### config.mk
export PLATFORM = sky130hd
export DESIGN_NAME = eeprom_host
export DESIGN_NICKNAME = d
export VERILOG_FILES = /design/src/rtl/eeprom_host_pkg.sv /design/src/rtl/bus_cycle.sv /design/src/rtl/eeprom_host.sv
export VERILOG_INCLUDE_DIRS = /design/src /design/src/rtl
export SDC_FILE = /design/constraint.sdc
export NUM_CORES = 1
export LEC_CHECK = 0
export BUFFER_PORTS_ARGS = -buffer_cell sky130_fd_sc_hd__buf_2
export CORE_MARGIN = 4
export CORE_UTILIZATION = 50
export CTS_CLUSTER_DIAMETER = 30
export CTS_CLUSTER_SIZE = 10
export DETAILED_ROUTE_END_ITERATION = 8
export PLACE_DENSITY = 0.81
export SLEW_MARGIN = 20
export SYNTH_ARGS = -nofsm -noshare
export SYNTH_HDL_FRONTEND = slang
export SYNTH_HIERARCHICAL = 1
export SYNTH_SLANG_ARGS = --single-unit
### constraint.sdc
create_clock -name core_clk -period 2.9 [get_ports core_clk]
set_input_delay 0.435 -clock core_clk [delete_from_list [all_inputs] [get_ports core_clk]]
set_output_delay 0.435 -clock core_clk [all_outputs]
set_load 0.1 [all_outputs]
### src/rtl/eeprom_host_map.svh
// constants for the parallel eeprom write-protection host controller
`ifndef EEPROM_HOST_MAP_SVH
`define EEPROM_HOST_MAP_SVH
`define CLK_PERIOD_NS        10
`define STROBE_WIDTH_NS      100
`define STROBE_WIDTH_CYC     ((`STROBE_WIDTH_NS + `CLK_PERIOD_NS - 1) / `CLK_PERIOD_NS)
`define STROBE_RECOV_NS      50
`define STROBE_RECOV_CYC     ((`STROBE_RECOV_NS + `CLK_PERIOD_NS - 1) / `CLK_PERIOD_NS)
`define CMD_RECOV_NS         1000
`define CMD_RECOV_CYC        ((`CMD_RECOV_NS + `CLK_PERIOD_NS - 1) / `CLK_PERIOD_NS)
`define READ_ACCESS_NS       300
`define READ_ACCESS_CYC      ((`READ_ACCESS_NS + `CLK_PERIOD_NS - 1) / `CLK_PERIOD_NS)
`define BYTE_LOAD_MAX_US     100
`define BYTE_LOAD_MAX_CYC    ((`BYTE_LOAD_MAX_US * 1000) / `CLK_PERIOD_NS)
`define PROG_CYCLE_MS        10
`define PROG_CYCLE_CYC       ((`PROG_CYCLE_MS * 1000000) / `CLK_PERIOD_NS)
`define PAGE_BYTES_MAX       64
`define LOCK_STEPS           3
`define UNLOCK_STEPS         6
`define COMPLEMENT_BIT       7
`define TOGGLE_BIT           6
`define TIMER_W              24
`endif

### src/rtl/eeprom_host_pkg.sv
// types shared by the eeprom host controller
package eeprom_host_pkg;
    typedef enum logic [1:0] {
        OP_PLAIN  = 2'h0,
        OP_LOCKED = 2'h1,
        OP_UNLOCK = 2'h2,
        OP_POLL   = 2'h3
    } op_e;
    typedef enum logic [6:0] {
        ST_IDLE  = 7'h01,
        ST_SETUP = 7'h02,
        ST_PULSE = 7'h04,
        ST_RECOV = 7'h08,
        ST_WAIT  = 7'h10,
        ST_READ  = 7'h20,
        ST_DONE  = 7'h40
    } state_e;
endpackage

### src/rtl/bus_cycle.sv
// one strobed write or read cycle on the parallel eeprom pins
`timescale 1ns/1ps
`include "eeprom_host_map.svh"
module bus_cycle
    import eeprom_host_pkg::*;
#(
    parameter int ADDR_W = 15
) (
    input  wire logic              core_clk,
    input  wire logic              sys_rst,
    input  wire logic              clkEn,
    input  wire logic              start,
    input  wire logic              isRead,
    input  wire logic [ADDR_W-1:0] addr,
    input  wire logic [7:0]        wdata,
    input  wire logic [7:0]        pinDataIn,
    output logic                   done,
    output logic [7:0]             rdata,
    output logic [ADDR_W-1:0]      pinAddr,
    output logic [7:0]             pinDataOut,
    output logic                   pinDataOe,
    output logic                   chipSelectN,
    output logic                   writeStrobeN,
    output logic                   outputStrobeN
);
    initial begin
        if (ADDR_W < 7) $error("address must cover a page");
    end
    typedef enum logic [2:0] {
        BC_IDLE = 3'h1,
        BC_ACT  = 3'h2,
        BC_REC  = 3'h4
    } bc_e;
    bc_e        st;
    bc_e        next_st;
    logic [7:0] cnt;
    logic [7:0] next_cnt;
    logic [7:0] sync1;
    logic [7:0] sync2;
    logic       rd;
    logic       next_rd;
    logic [7:0] next_rdata;
    logic [ADDR_W-1:0] next_pinAddr;
    logic [7:0] next_pinDataOut;

    // strobe sequencing: output strobe stays high on writes, write strobe high on reads
    always_comb begin
        next_st = st;
        next_cnt = cnt;
        next_rd = rd;
        next_rdata = rdata;
        next_pinAddr = pinAddr;
        next_pinDataOut = pinDataOut;
        done = 1'b0;
        unique case (st)
            BC_IDLE: if (start) begin
                next_st = BC_ACT;
                next_rd = isRead;
                next_pinAddr = addr;
                next_pinDataOut = wdata;
                next_cnt = 8'((isRead ? `READ_ACCESS_CYC : `STROBE_WIDTH_CYC) + 2);
            end
            BC_ACT: begin
                if (cnt == 8'h00) begin
                    next_st = BC_REC;
                    next_rdata = sync2;
                    next_cnt = 8'(`STROBE_RECOV_CYC);
                end else begin
                    next_cnt = cnt - 8'h01;
                end
            end
            BC_REC: begin
                if (cnt == 8'h00) begin
                    next_st = BC_IDLE;
                    done = 1'b1;
                end else begin
                    next_cnt = cnt - 8'h01;
                end
            end
            default: next_st = BC_IDLE;
        endcase
    end

    // state registers and two-stage sampling of the data pins
    always_ff @(posedge core_clk) begin
        if (sys_rst) begin
            st <= BC_IDLE;
            cnt <= 8'h00;
            rd <= 1'b0;
            rdata <= 8'h00;
            pinAddr <= '0;
            pinDataOut <= 8'h00;
            sync1 <= 8'h00;
            sync2 <= 8'h00;
        end else if (clkEn) begin
            st <= next_st;
            cnt <= next_cnt;
            rd <= next_rd;
            rdata <= next_rdata;
            pinAddr <= next_pinAddr;
            pinDataOut <= next_pinDataOut;
            sync1 <= pinDataIn;
            sync2 <= sync1;
        end
    end

    // strobe width is held well above the glitch floor so the device accepts it
    assign chipSelectN = (st != BC_ACT);
    assign writeStrobeN = !(st == BC_ACT && !rd);
    assign outputStrobeN = !(st == BC_ACT && rd);
    assign pinDataOe = (st == BC_ACT && !rd);

    chk_write_oe_high: assert property (@(posedge core_clk) disable iff (sys_rst)
        !writeStrobeN |-> outputStrobeN && !chipSelectN) else $error("write strobe with output strobe low");
    chk_strobe_min_width: assert property (@(posedge core_clk) disable iff (sys_rst)
        $fell(writeStrobeN) && clkEn |-> !writeStrobeN [*8]) else $error("write strobe too short");
endmodule

### src/rtl/eeprom_host.sv
// host controller issuing plain, locked and unlock writes plus completion polling
// Contract
// - locked device needs prefix before each write
// - host sends three fixed command writes first
// - command always followed by a data write (host polls without one if no byte comes within half the byte-load window)
// - command writes go back to back
// - six writes unlock after one programming time
// - write when select and write strobe low
// - next byte within hundred microseconds
`timescale 1ns/1ps
`include "eeprom_host_map.svh"
module eeprom_host
    import eeprom_host_pkg::*;
#(
    parameter int ADDR_W = 15,
    parameter int PROG_TIMEOUT = `PROG_CYCLE_CYC,
    parameter logic [14:0] CMD_ADDR_A = 15'h0AAA,
    parameter logic [14:0] CMD_ADDR_B = 15'h0555,
    parameter logic [7:0]  CMD_DATA_A = 8'hAA,
    parameter logic [7:0]  CMD_DATA_B = 8'h55,
    parameter logic [7:0]  LOCK_DATA  = 8'hA0,
    parameter logic [7:0]  UNL_DATA_1 = 8'h80,
    parameter logic [7:0]  UNL_DATA_2 = 8'h20
) (
    input  wire logic              core_clk,
    input  wire logic              sys_rst,
    input  wire logic              clkEn,
    input  wire logic              reqValid,
    output logic                   reqReady,
    input  wire op_e               reqOp,
    input  wire logic [ADDR_W-1:0] reqAddr,
    input  wire logic [6:0]        reqCount,
    input  wire logic              byteValid,
    output logic                   byteReady,
    input  wire logic [7:0]        byteData,
    output logic                   opDone,
    output logic                   opTimeout,
    output logic [7:0]             readData,
    output logic [ADDR_W-1:0]      pinAddr,
    output logic [7:0]             pinDataOut,
    output logic                   pinDataOe,
    input  wire logic [7:0]        pinDataIn,
    output logic                   chipSelectN,
    output logic                   writeStrobeN,
    output logic                   outputStrobeN
);
    initial begin
        if (ADDR_W != 15) $error("command addresses assume fifteen address bits");
        if (PROG_TIMEOUT < 1 || PROG_TIMEOUT >= (1 << `TIMER_W)) $error("timeout out of range");
    end

    // command step table: lock prefix, unlock sequence repeats the two command bytes before its last unlock byte
    function automatic logic [22:0] cmdStep(input logic unl, input logic [2:0] i);
        logic [22:0] r;
        r = {CMD_ADDR_A, CMD_DATA_A};
        unique case (i)
            3'h0: r = {CMD_ADDR_A, CMD_DATA_A};
            3'h1: r = {CMD_ADDR_B, CMD_DATA_B};
            3'h2: r = {CMD_ADDR_A, unl ? UNL_DATA_1 : LOCK_DATA};
            3'h3: r = {CMD_ADDR_A, CMD_DATA_A};
            3'h4: r = {CMD_ADDR_B, CMD_DATA_B};
            default: r = {CMD_ADDR_A, UNL_DATA_2};
        endcase
        return r;
    endfunction

    state_e            st;
    state_e            next_st;
    op_e               op;
    op_e               next_op;
    logic [2:0]        step;
    logic [2:0]        next_step;
    logic [6:0]        left;
    logic [6:0]        next_left;
    logic [ADDR_W-1:0] addr;
    logic [ADDR_W-1:0] next_addr;
    logic [7:0]        last;
    logic [7:0]        next_last;
    logic [`TIMER_W-1:0] tmr;
    logic [`TIMER_W-1:0] next_tmr;
    logic              prevToggle;
    logic              next_prevToggle;
    logic              havePrev;
    logic              next_havePrev;
    logic              bcStart;
    logic              bcRead;
    logic [ADDR_W-1:0] bcAddr;
    logic [7:0]        bcData;
    logic              bcDone;
    logic [7:0]        bcRdata;
    logic              next_opDone;
    logic              next_opTimeout;
    logic [22:0]       cs;
    logic              polling;
    logic              next_polling;

    assign cs = cmdStep(op == OP_UNLOCK, step);
    assign reqReady = (st == ST_IDLE);
    assign byteReady = (st == ST_WAIT) && (op != OP_POLL) && (left != 7'h00);

    // sequencer: command prefix, page bytes, then poll until true data
    always_comb begin
        next_st = st;
        next_op = op;
        next_step = step;
        next_left = left;
        next_addr = addr;
        next_last = last;
        next_tmr = tmr;
        next_prevToggle = prevToggle;
        next_havePrev = havePrev;
        next_polling = polling;
        next_opDone = 1'b0;
        next_opTimeout = 1'b0;
        bcStart = 1'b0;
        bcRead = 1'b0;
        bcAddr = addr;
        bcData = last;
        unique case (st)
            ST_IDLE: if (reqValid) begin
                next_op = reqOp;
                next_addr = reqAddr;
                next_left = (reqCount == 7'h00 || reqCount > 7'(`PAGE_BYTES_MAX)) ? 7'(`PAGE_BYTES_MAX) : reqCount;
                next_step = 3'h0;
                next_havePrev = 1'b0;
                next_polling = 1'b0;
                // plain writes need no prefix on an unlocked part
                next_st = (reqOp == OP_LOCKED || reqOp == OP_UNLOCK) ? ST_SETUP : ST_WAIT;
                next_tmr = '0;
            end
            ST_SETUP: begin
                // command writes issued back to back
                bcStart = 1'b1;
                bcAddr = cs[22:8];
                bcData = cs[7:0];
                next_st = ST_PULSE;
            end
            ST_PULSE: if (bcDone) begin
                next_step = step + 3'h1;
                if (op == OP_LOCKED && step == 3'(`LOCK_STEPS - 1)) begin
                    // recovery, then the data write if a byte is offered before the wait limit
                    next_st = ST_RECOV;
                    next_tmr = `TIMER_W'(`CMD_RECOV_CYC);
                end else if (op == OP_UNLOCK && step == 3'(`UNLOCK_STEPS - 1)) begin
                    next_st = ST_READ; // wait programming time before standard mode
                    next_tmr = `TIMER_W'(PROG_TIMEOUT);
                end else begin
                    next_st = ST_SETUP;
                end
            end
            ST_RECOV: begin
                // poll timer runs down while reads are in flight; only the prefix recovery leaves at zero
                if (tmr != '0) next_tmr = tmr - `TIMER_W'(1);
                else if (!polling) next_st = ST_WAIT;
            end
            ST_WAIT: begin
                if (op == OP_POLL) begin
                    next_st = ST_READ;
                    next_tmr = `TIMER_W'(PROG_TIMEOUT);
                end else if (left != 7'h00 && byteValid) begin
                    // next byte load starts well inside the byte-load window
                    bcStart = 1'b1;
                    bcData = byteData;
                    next_last = byteData;
                    next_left = left - 7'h01;
                    next_st = ST_DONE;
                end else if (left != 7'h00 && tmr < `TIMER_W'(`BYTE_LOAD_MAX_CYC / 2) && !havePrev) begin
                    next_tmr = tmr + `TIMER_W'(1);
                end else if (havePrev || left == 7'h00 || tmr != '0) begin
                    // page closes when bytes stop; device programs, and locks if the page was prefixed
                    next_st = ST_READ;
                    next_havePrev = 1'b0;
                    next_tmr = `TIMER_W'(PROG_TIMEOUT);
                end
            end
            ST_DONE: if (bcDone) begin
                next_addr = addr + ADDR_W'(1);
                next_st = ST_WAIT;
                next_tmr = '0;
                next_havePrev = (left == 7'h00);
            end
            ST_READ: begin
                // polling reads of last byte written; poll and unlock requests read the request address
                bcStart = 1'b1;
                bcRead = 1'b1;
                next_polling = 1'b1;
                bcAddr = addr - ADDR_W'(op == OP_POLL || op == OP_UNLOCK ? 0 : 1);
                next_st = ST_RECOV;
                if (tmr == '0) begin
                    next_opDone = 1'b1;
                    next_opTimeout = 1'b1;
                    next_st = ST_IDLE;
                    bcStart = 1'b0;
                end
            end
            default: next_st = ST_IDLE;
        endcase
        // poll read result: done when toggling stops and, for page writes, bit seven is true
        if (st == ST_RECOV && polling && bcDone) begin
            if (havePrev && bcRdata[`TOGGLE_BIT] == prevToggle &&
                (op == OP_UNLOCK || bcRdata[`COMPLEMENT_BIT] == last[`COMPLEMENT_BIT] || op == OP_POLL)) begin
                next_opDone = 1'b1;
                next_st = ST_IDLE;
            end else begin
                next_st = ST_READ;
            end
            next_prevToggle = bcRdata[`TOGGLE_BIT];
            next_havePrev = 1'b1;
        end
    end

    // control registers
    always_ff @(posedge core_clk) begin
        if (sys_rst) begin
            st <= ST_IDLE;
            op <= OP_PLAIN;
            step <= 3'h0;
            left <= 7'h00;
            addr <= '0;
            last <= 8'h00;
            tmr <= '0;
            prevToggle <= 1'b0;
            havePrev <= 1'b0;
            polling <= 1'b0;
            opDone <= 1'b0;
            opTimeout <= 1'b0;
        end else if (clkEn) begin
            st <= next_st;
            op <= next_op;
            step <= next_step;
            left <= next_left;
            addr <= next_addr;
            last <= next_last;
            tmr <= next_tmr;
            prevToggle <= next_prevToggle;
            havePrev <= next_havePrev;
            polling <= next_polling;
            opDone <= next_opDone;
            opTimeout <= next_opTimeout;
        end
    end
    assign readData = bcRdata;

    bus_cycle #(.ADDR_W(ADDR_W)) cycle (
        .core_clk      (core_clk),
        .sys_rst       (sys_rst),
        .clkEn         (clkEn),
        .start         (bcStart && clkEn),
        .isRead        (bcRead),
        .addr          (bcAddr),
        .wdata         (bcData),
        .pinDataIn     (pinDataIn),
        .done          (bcDone),
        .rdata         (bcRdata),
        .pinAddr       (pinAddr),
        .pinDataOut    (pinDataOut),
        .pinDataOe     (pinDataOe),
        .chipSelectN   (chipSelectN),
        .writeStrobeN  (writeStrobeN),
        .outputStrobeN (outputStrobeN)
    );

    chk_page_limit: assert property (@(posedge core_clk) disable iff (sys_rst)
        left <= 7'(`PAGE_BYTES_MAX)) else $error("page larger than limit");
    chk_lock_prefix: assert property (@(posedge core_clk) disable iff (sys_rst)
        st == ST_WAIT && op == OP_LOCKED |-> step == 3'(`LOCK_STEPS)) else $error("data before full prefix");
    chk_byte_gap: assert property (@(posedge core_clk) disable iff (sys_rst)
        st == ST_WAIT && op != OP_POLL |-> tmr <= `TIMER_W'(`BYTE_LOAD_MAX_CYC)) else $error("byte gap too long");
    chk_unlock_count: assert property (@(posedge core_clk) disable iff (sys_rst)
        op == OP_UNLOCK |-> step <= 3'(`UNLOCK_STEPS)) else $error("too many unlock writes");
    chk_idle_quiet: assert property (@(posedge core_clk) disable iff (sys_rst)
        st == ST_IDLE |-> writeStrobeN) else $error("write while idle");
    chk_done_pulse: assert property (@(posedge core_clk) disable iff (sys_rst)
        opDone |=> !opDone) else $error("done longer than a cycle");
endmodule

==> impl_metrics.ini <==
[final_layout]
n_antenna_cell = 0
finish.utilization_pct = 60.56
drive_gt1_share_pct = 20.04
final_cells = 1271
areaGrowthSynthToFinish_pct = 18.39
nNetsFinal = 1129
design_area_mm2 = 0.009206

[run_status]
status = completed

[floorplan]
io_pins = 84
start_util_pct = 51.15
fp.dieH_um = 132.7
core_mm2 = 0.01520
die_x_um = 132.7
row_count = 45
fp.dieArea_mm2 = 0.01761

[clock_tree]
postCtsSetupBuffers = 0
cts_tree = built
cts_max_level = 4
clock_latency_ns = 0.42
cts_buffers = 17
cts_num_sinks = 130
clock_path_buffers = 2
cts_root_buf = clkbuf_16
clk_pin_slew_worst_paths_ns = 0.06

[sta]
setup_ws_ns = 0.1384
timing.fmax_mhz = 362.1
fin_skew_ns = 0.01716
maxSlewViolCount = 0
slew_headroom_pct = 48.92
period_needed_ns = 2.762
hold_viol = 0
fin_tns_setup_ns = 0
post-route-period-util_pct = 95.23
setup_viol = 0
hold_slack_ns = 0.2476
worst_pin_slew_ns = 0.7633
rsz0062_at_grt = false

[yosys]
yosysTopAreaCellShare_pct = 33.47
synth_area_mm2 = 0.007776
yosysUniqueCellTypes = 86
yosys_most_used_dff = dfxtp_1
ys_seq_elements = 130
async_reset_ff_share_pct = 0
yosys-top-cells-area = dfxtp_1 (33%), mux2i_1 (7.9%), nor2_1 (5.3%)
synth_commonest_cells = dfxtp_1 (130), nor2_1 (109), nand2_1 (93)
synth_edf_count = 0
netlist_instances = 972
yosysMostFrequentCell = dfxtp_1
syn_avg_cell_area_um2 = 8.000
synth_top_cell_by_area = dfxtp_1
synth-seq-area-share_pct = 33.47
yosysWarnings = 6
syn-num-nets = 1031

[place]
dpl.cell_count = 1239
dp_hpwl_mm = 15.83
place_area_mm2 = 0.008621
place_ws_ns = 0.01684
io_buffers = 83
gp_congestion = 0.9503

[drt]
drt-pass1-iter-count = 6
ant_nets = 0
routedWlPerCell_um = 17.51
viasPerCell = 6.217
remaining_drc_errors = 0
drt_wl_total_mm = 22.26
num_vias = 7902
drt_first_iter_violations = 917

[global_route]
grt_max_degree = 56
antenna_found_initial = 0
grt_pass1_wl_mm = 36.00
overflow = 0
globalRouteTotalUtil_pct = 24.46
grt_pass1_vias = 7316

[power]
p_total_mw = 4.991
p_int_mw = 3.382
ir_worst_vdd_mv = 0.4188
clock_power_share_pct = 40.8
p_seq_share_pct = 39.4
switchingPower_mw = 1.609
power_density_mw_per_mm2 = 542.1
p_sw_share_pct = 32.24
p_comb_share_pct = 19.8
cellLeakagePower_nw = 3.733

[critical_path]
startpoint_type = register
end_kind = register
ff2ff_path_depth = 8
worst_ep_required_time_ns = 3.24
critPathKind = reg -> reg
crit_fanout = 4
cp_data_arrival_time_ns = 3.10

[flow_run]
maxCapViolations = 0

[hold_path]
min_path_cells = 3
min_path_type = in -> reg
-- what timing repair did --
item	in CTS	in global routing
hold buffers	0	0
endpoints found under the setup margin	3	35
gates resized for setup	1	5
cloned	0	0
pin swaps	1	0
-- path summary, 6_finish.rpt --
check / from / end / slack [ns]
worst max-delay path: left[0]$_SDFFE_PP0P_ / tmr[23]$_SDFFE_PP0P_ / 0.14
worst min-delay path: pinDataIn[2] / cycle/sync1[2]$_SDFFE_PP0P_ / 0.25
worst max register to register: left[0]$_SDFFE_PP0P_ / tmr[23]$_SDFFE_PP0P_ / 0.14
worst min register to register: last[0]$_SDFFE_PP0P_ / last[0]$_SDFFE_PP0P_ / 0.49
-- registers in the layout, summed over array words and instances, names as in the netlist, 3 cells and up --
register          cells
left                  7
cycle/sync2           8
tmr                  24
cycle/sync1           8
cycle/rdata           8
cycle/cnt             8
cycle/pinAddr        15
addr                 15
cycle/pinDataOut      8
cycle/st              3
last                  8
step                  3
st                    7
-- per-layer routing --
| layer | wire, um | up-vias | track usage, % |
|---|---|---|---|
| met3 | 1410 | 48 | 4.525 |
| met1 | 9683 | 3741 | 32.12 |
| met4 | 537 | 0 | 8.083 |
| li1 | - | 3819 | - |
| met5 | 0 | - | 0 |
| met2 | 10630 | 294 | 40.67 |
-- cell usage in the layout (no fill, tap or decap), types with 15 or more instances in the layout --
cell	netlist	routed
a211oi_1	17	17
a21oi_1	63	63
buf_2	10	82
buf_4	2	66
clkbuf_16	0	17
dfxtp_1	130	130
inv_1	35	35
mux2i_1	61	61
nand2_1	93	93
nand3_1	33	33
nor2_1	109	109
nor3_1	32	31
o211ai_1	15	15
o21ai_0	60	60
-- final cells by class --
type / count / area (um^2)
clock buffers: 18 / 439.2
clock inverters: 14 / 116.4
fillers: 1310 / 5996
inverters: 35 / 131.4
multi-input cells: 737 / 4756
flip-flops and latches: 130 / 2603
well taps: 188 / 235.2
repair buffers: 149 / 925.9
-- critical path, stage by stage, from the launching register on --
cell	delay (ns)
dfxtp_1	0.33
inv_1	0.06
ha_1	0.19
or4b_1	0.55
o31ai_2	0.30
o221ai_1	0.25
a211o_1	0.38
or4_1	0.48
a21oi_1	0.14
-- cell families after synthesis --
logic type,count (synthesis),share of synthesized area [%]
adders and majority gates,14,2.253
DFF,130,33.47
xor gates and xnor gates,13,1.464
muxes,64,8.286
buffers and inverters,105,5.760
and+or+nand+nor,372,24.15
AOI/OAI and AO/OA,274,24.62
-- power by group through the flow --
stage	registers (mW)	logic [mW]	clock network, mW
CTS	1.96	0.968	2.06
floorplan	1.96	0.690	0
detailed placement	2.00	0.960	0
global placement	2.00	0.940	0
global route	1.98	1.08	2.14
finish	1.97	0.988	2.03
No activity file was read; power rests on OpenSTA's default activity.
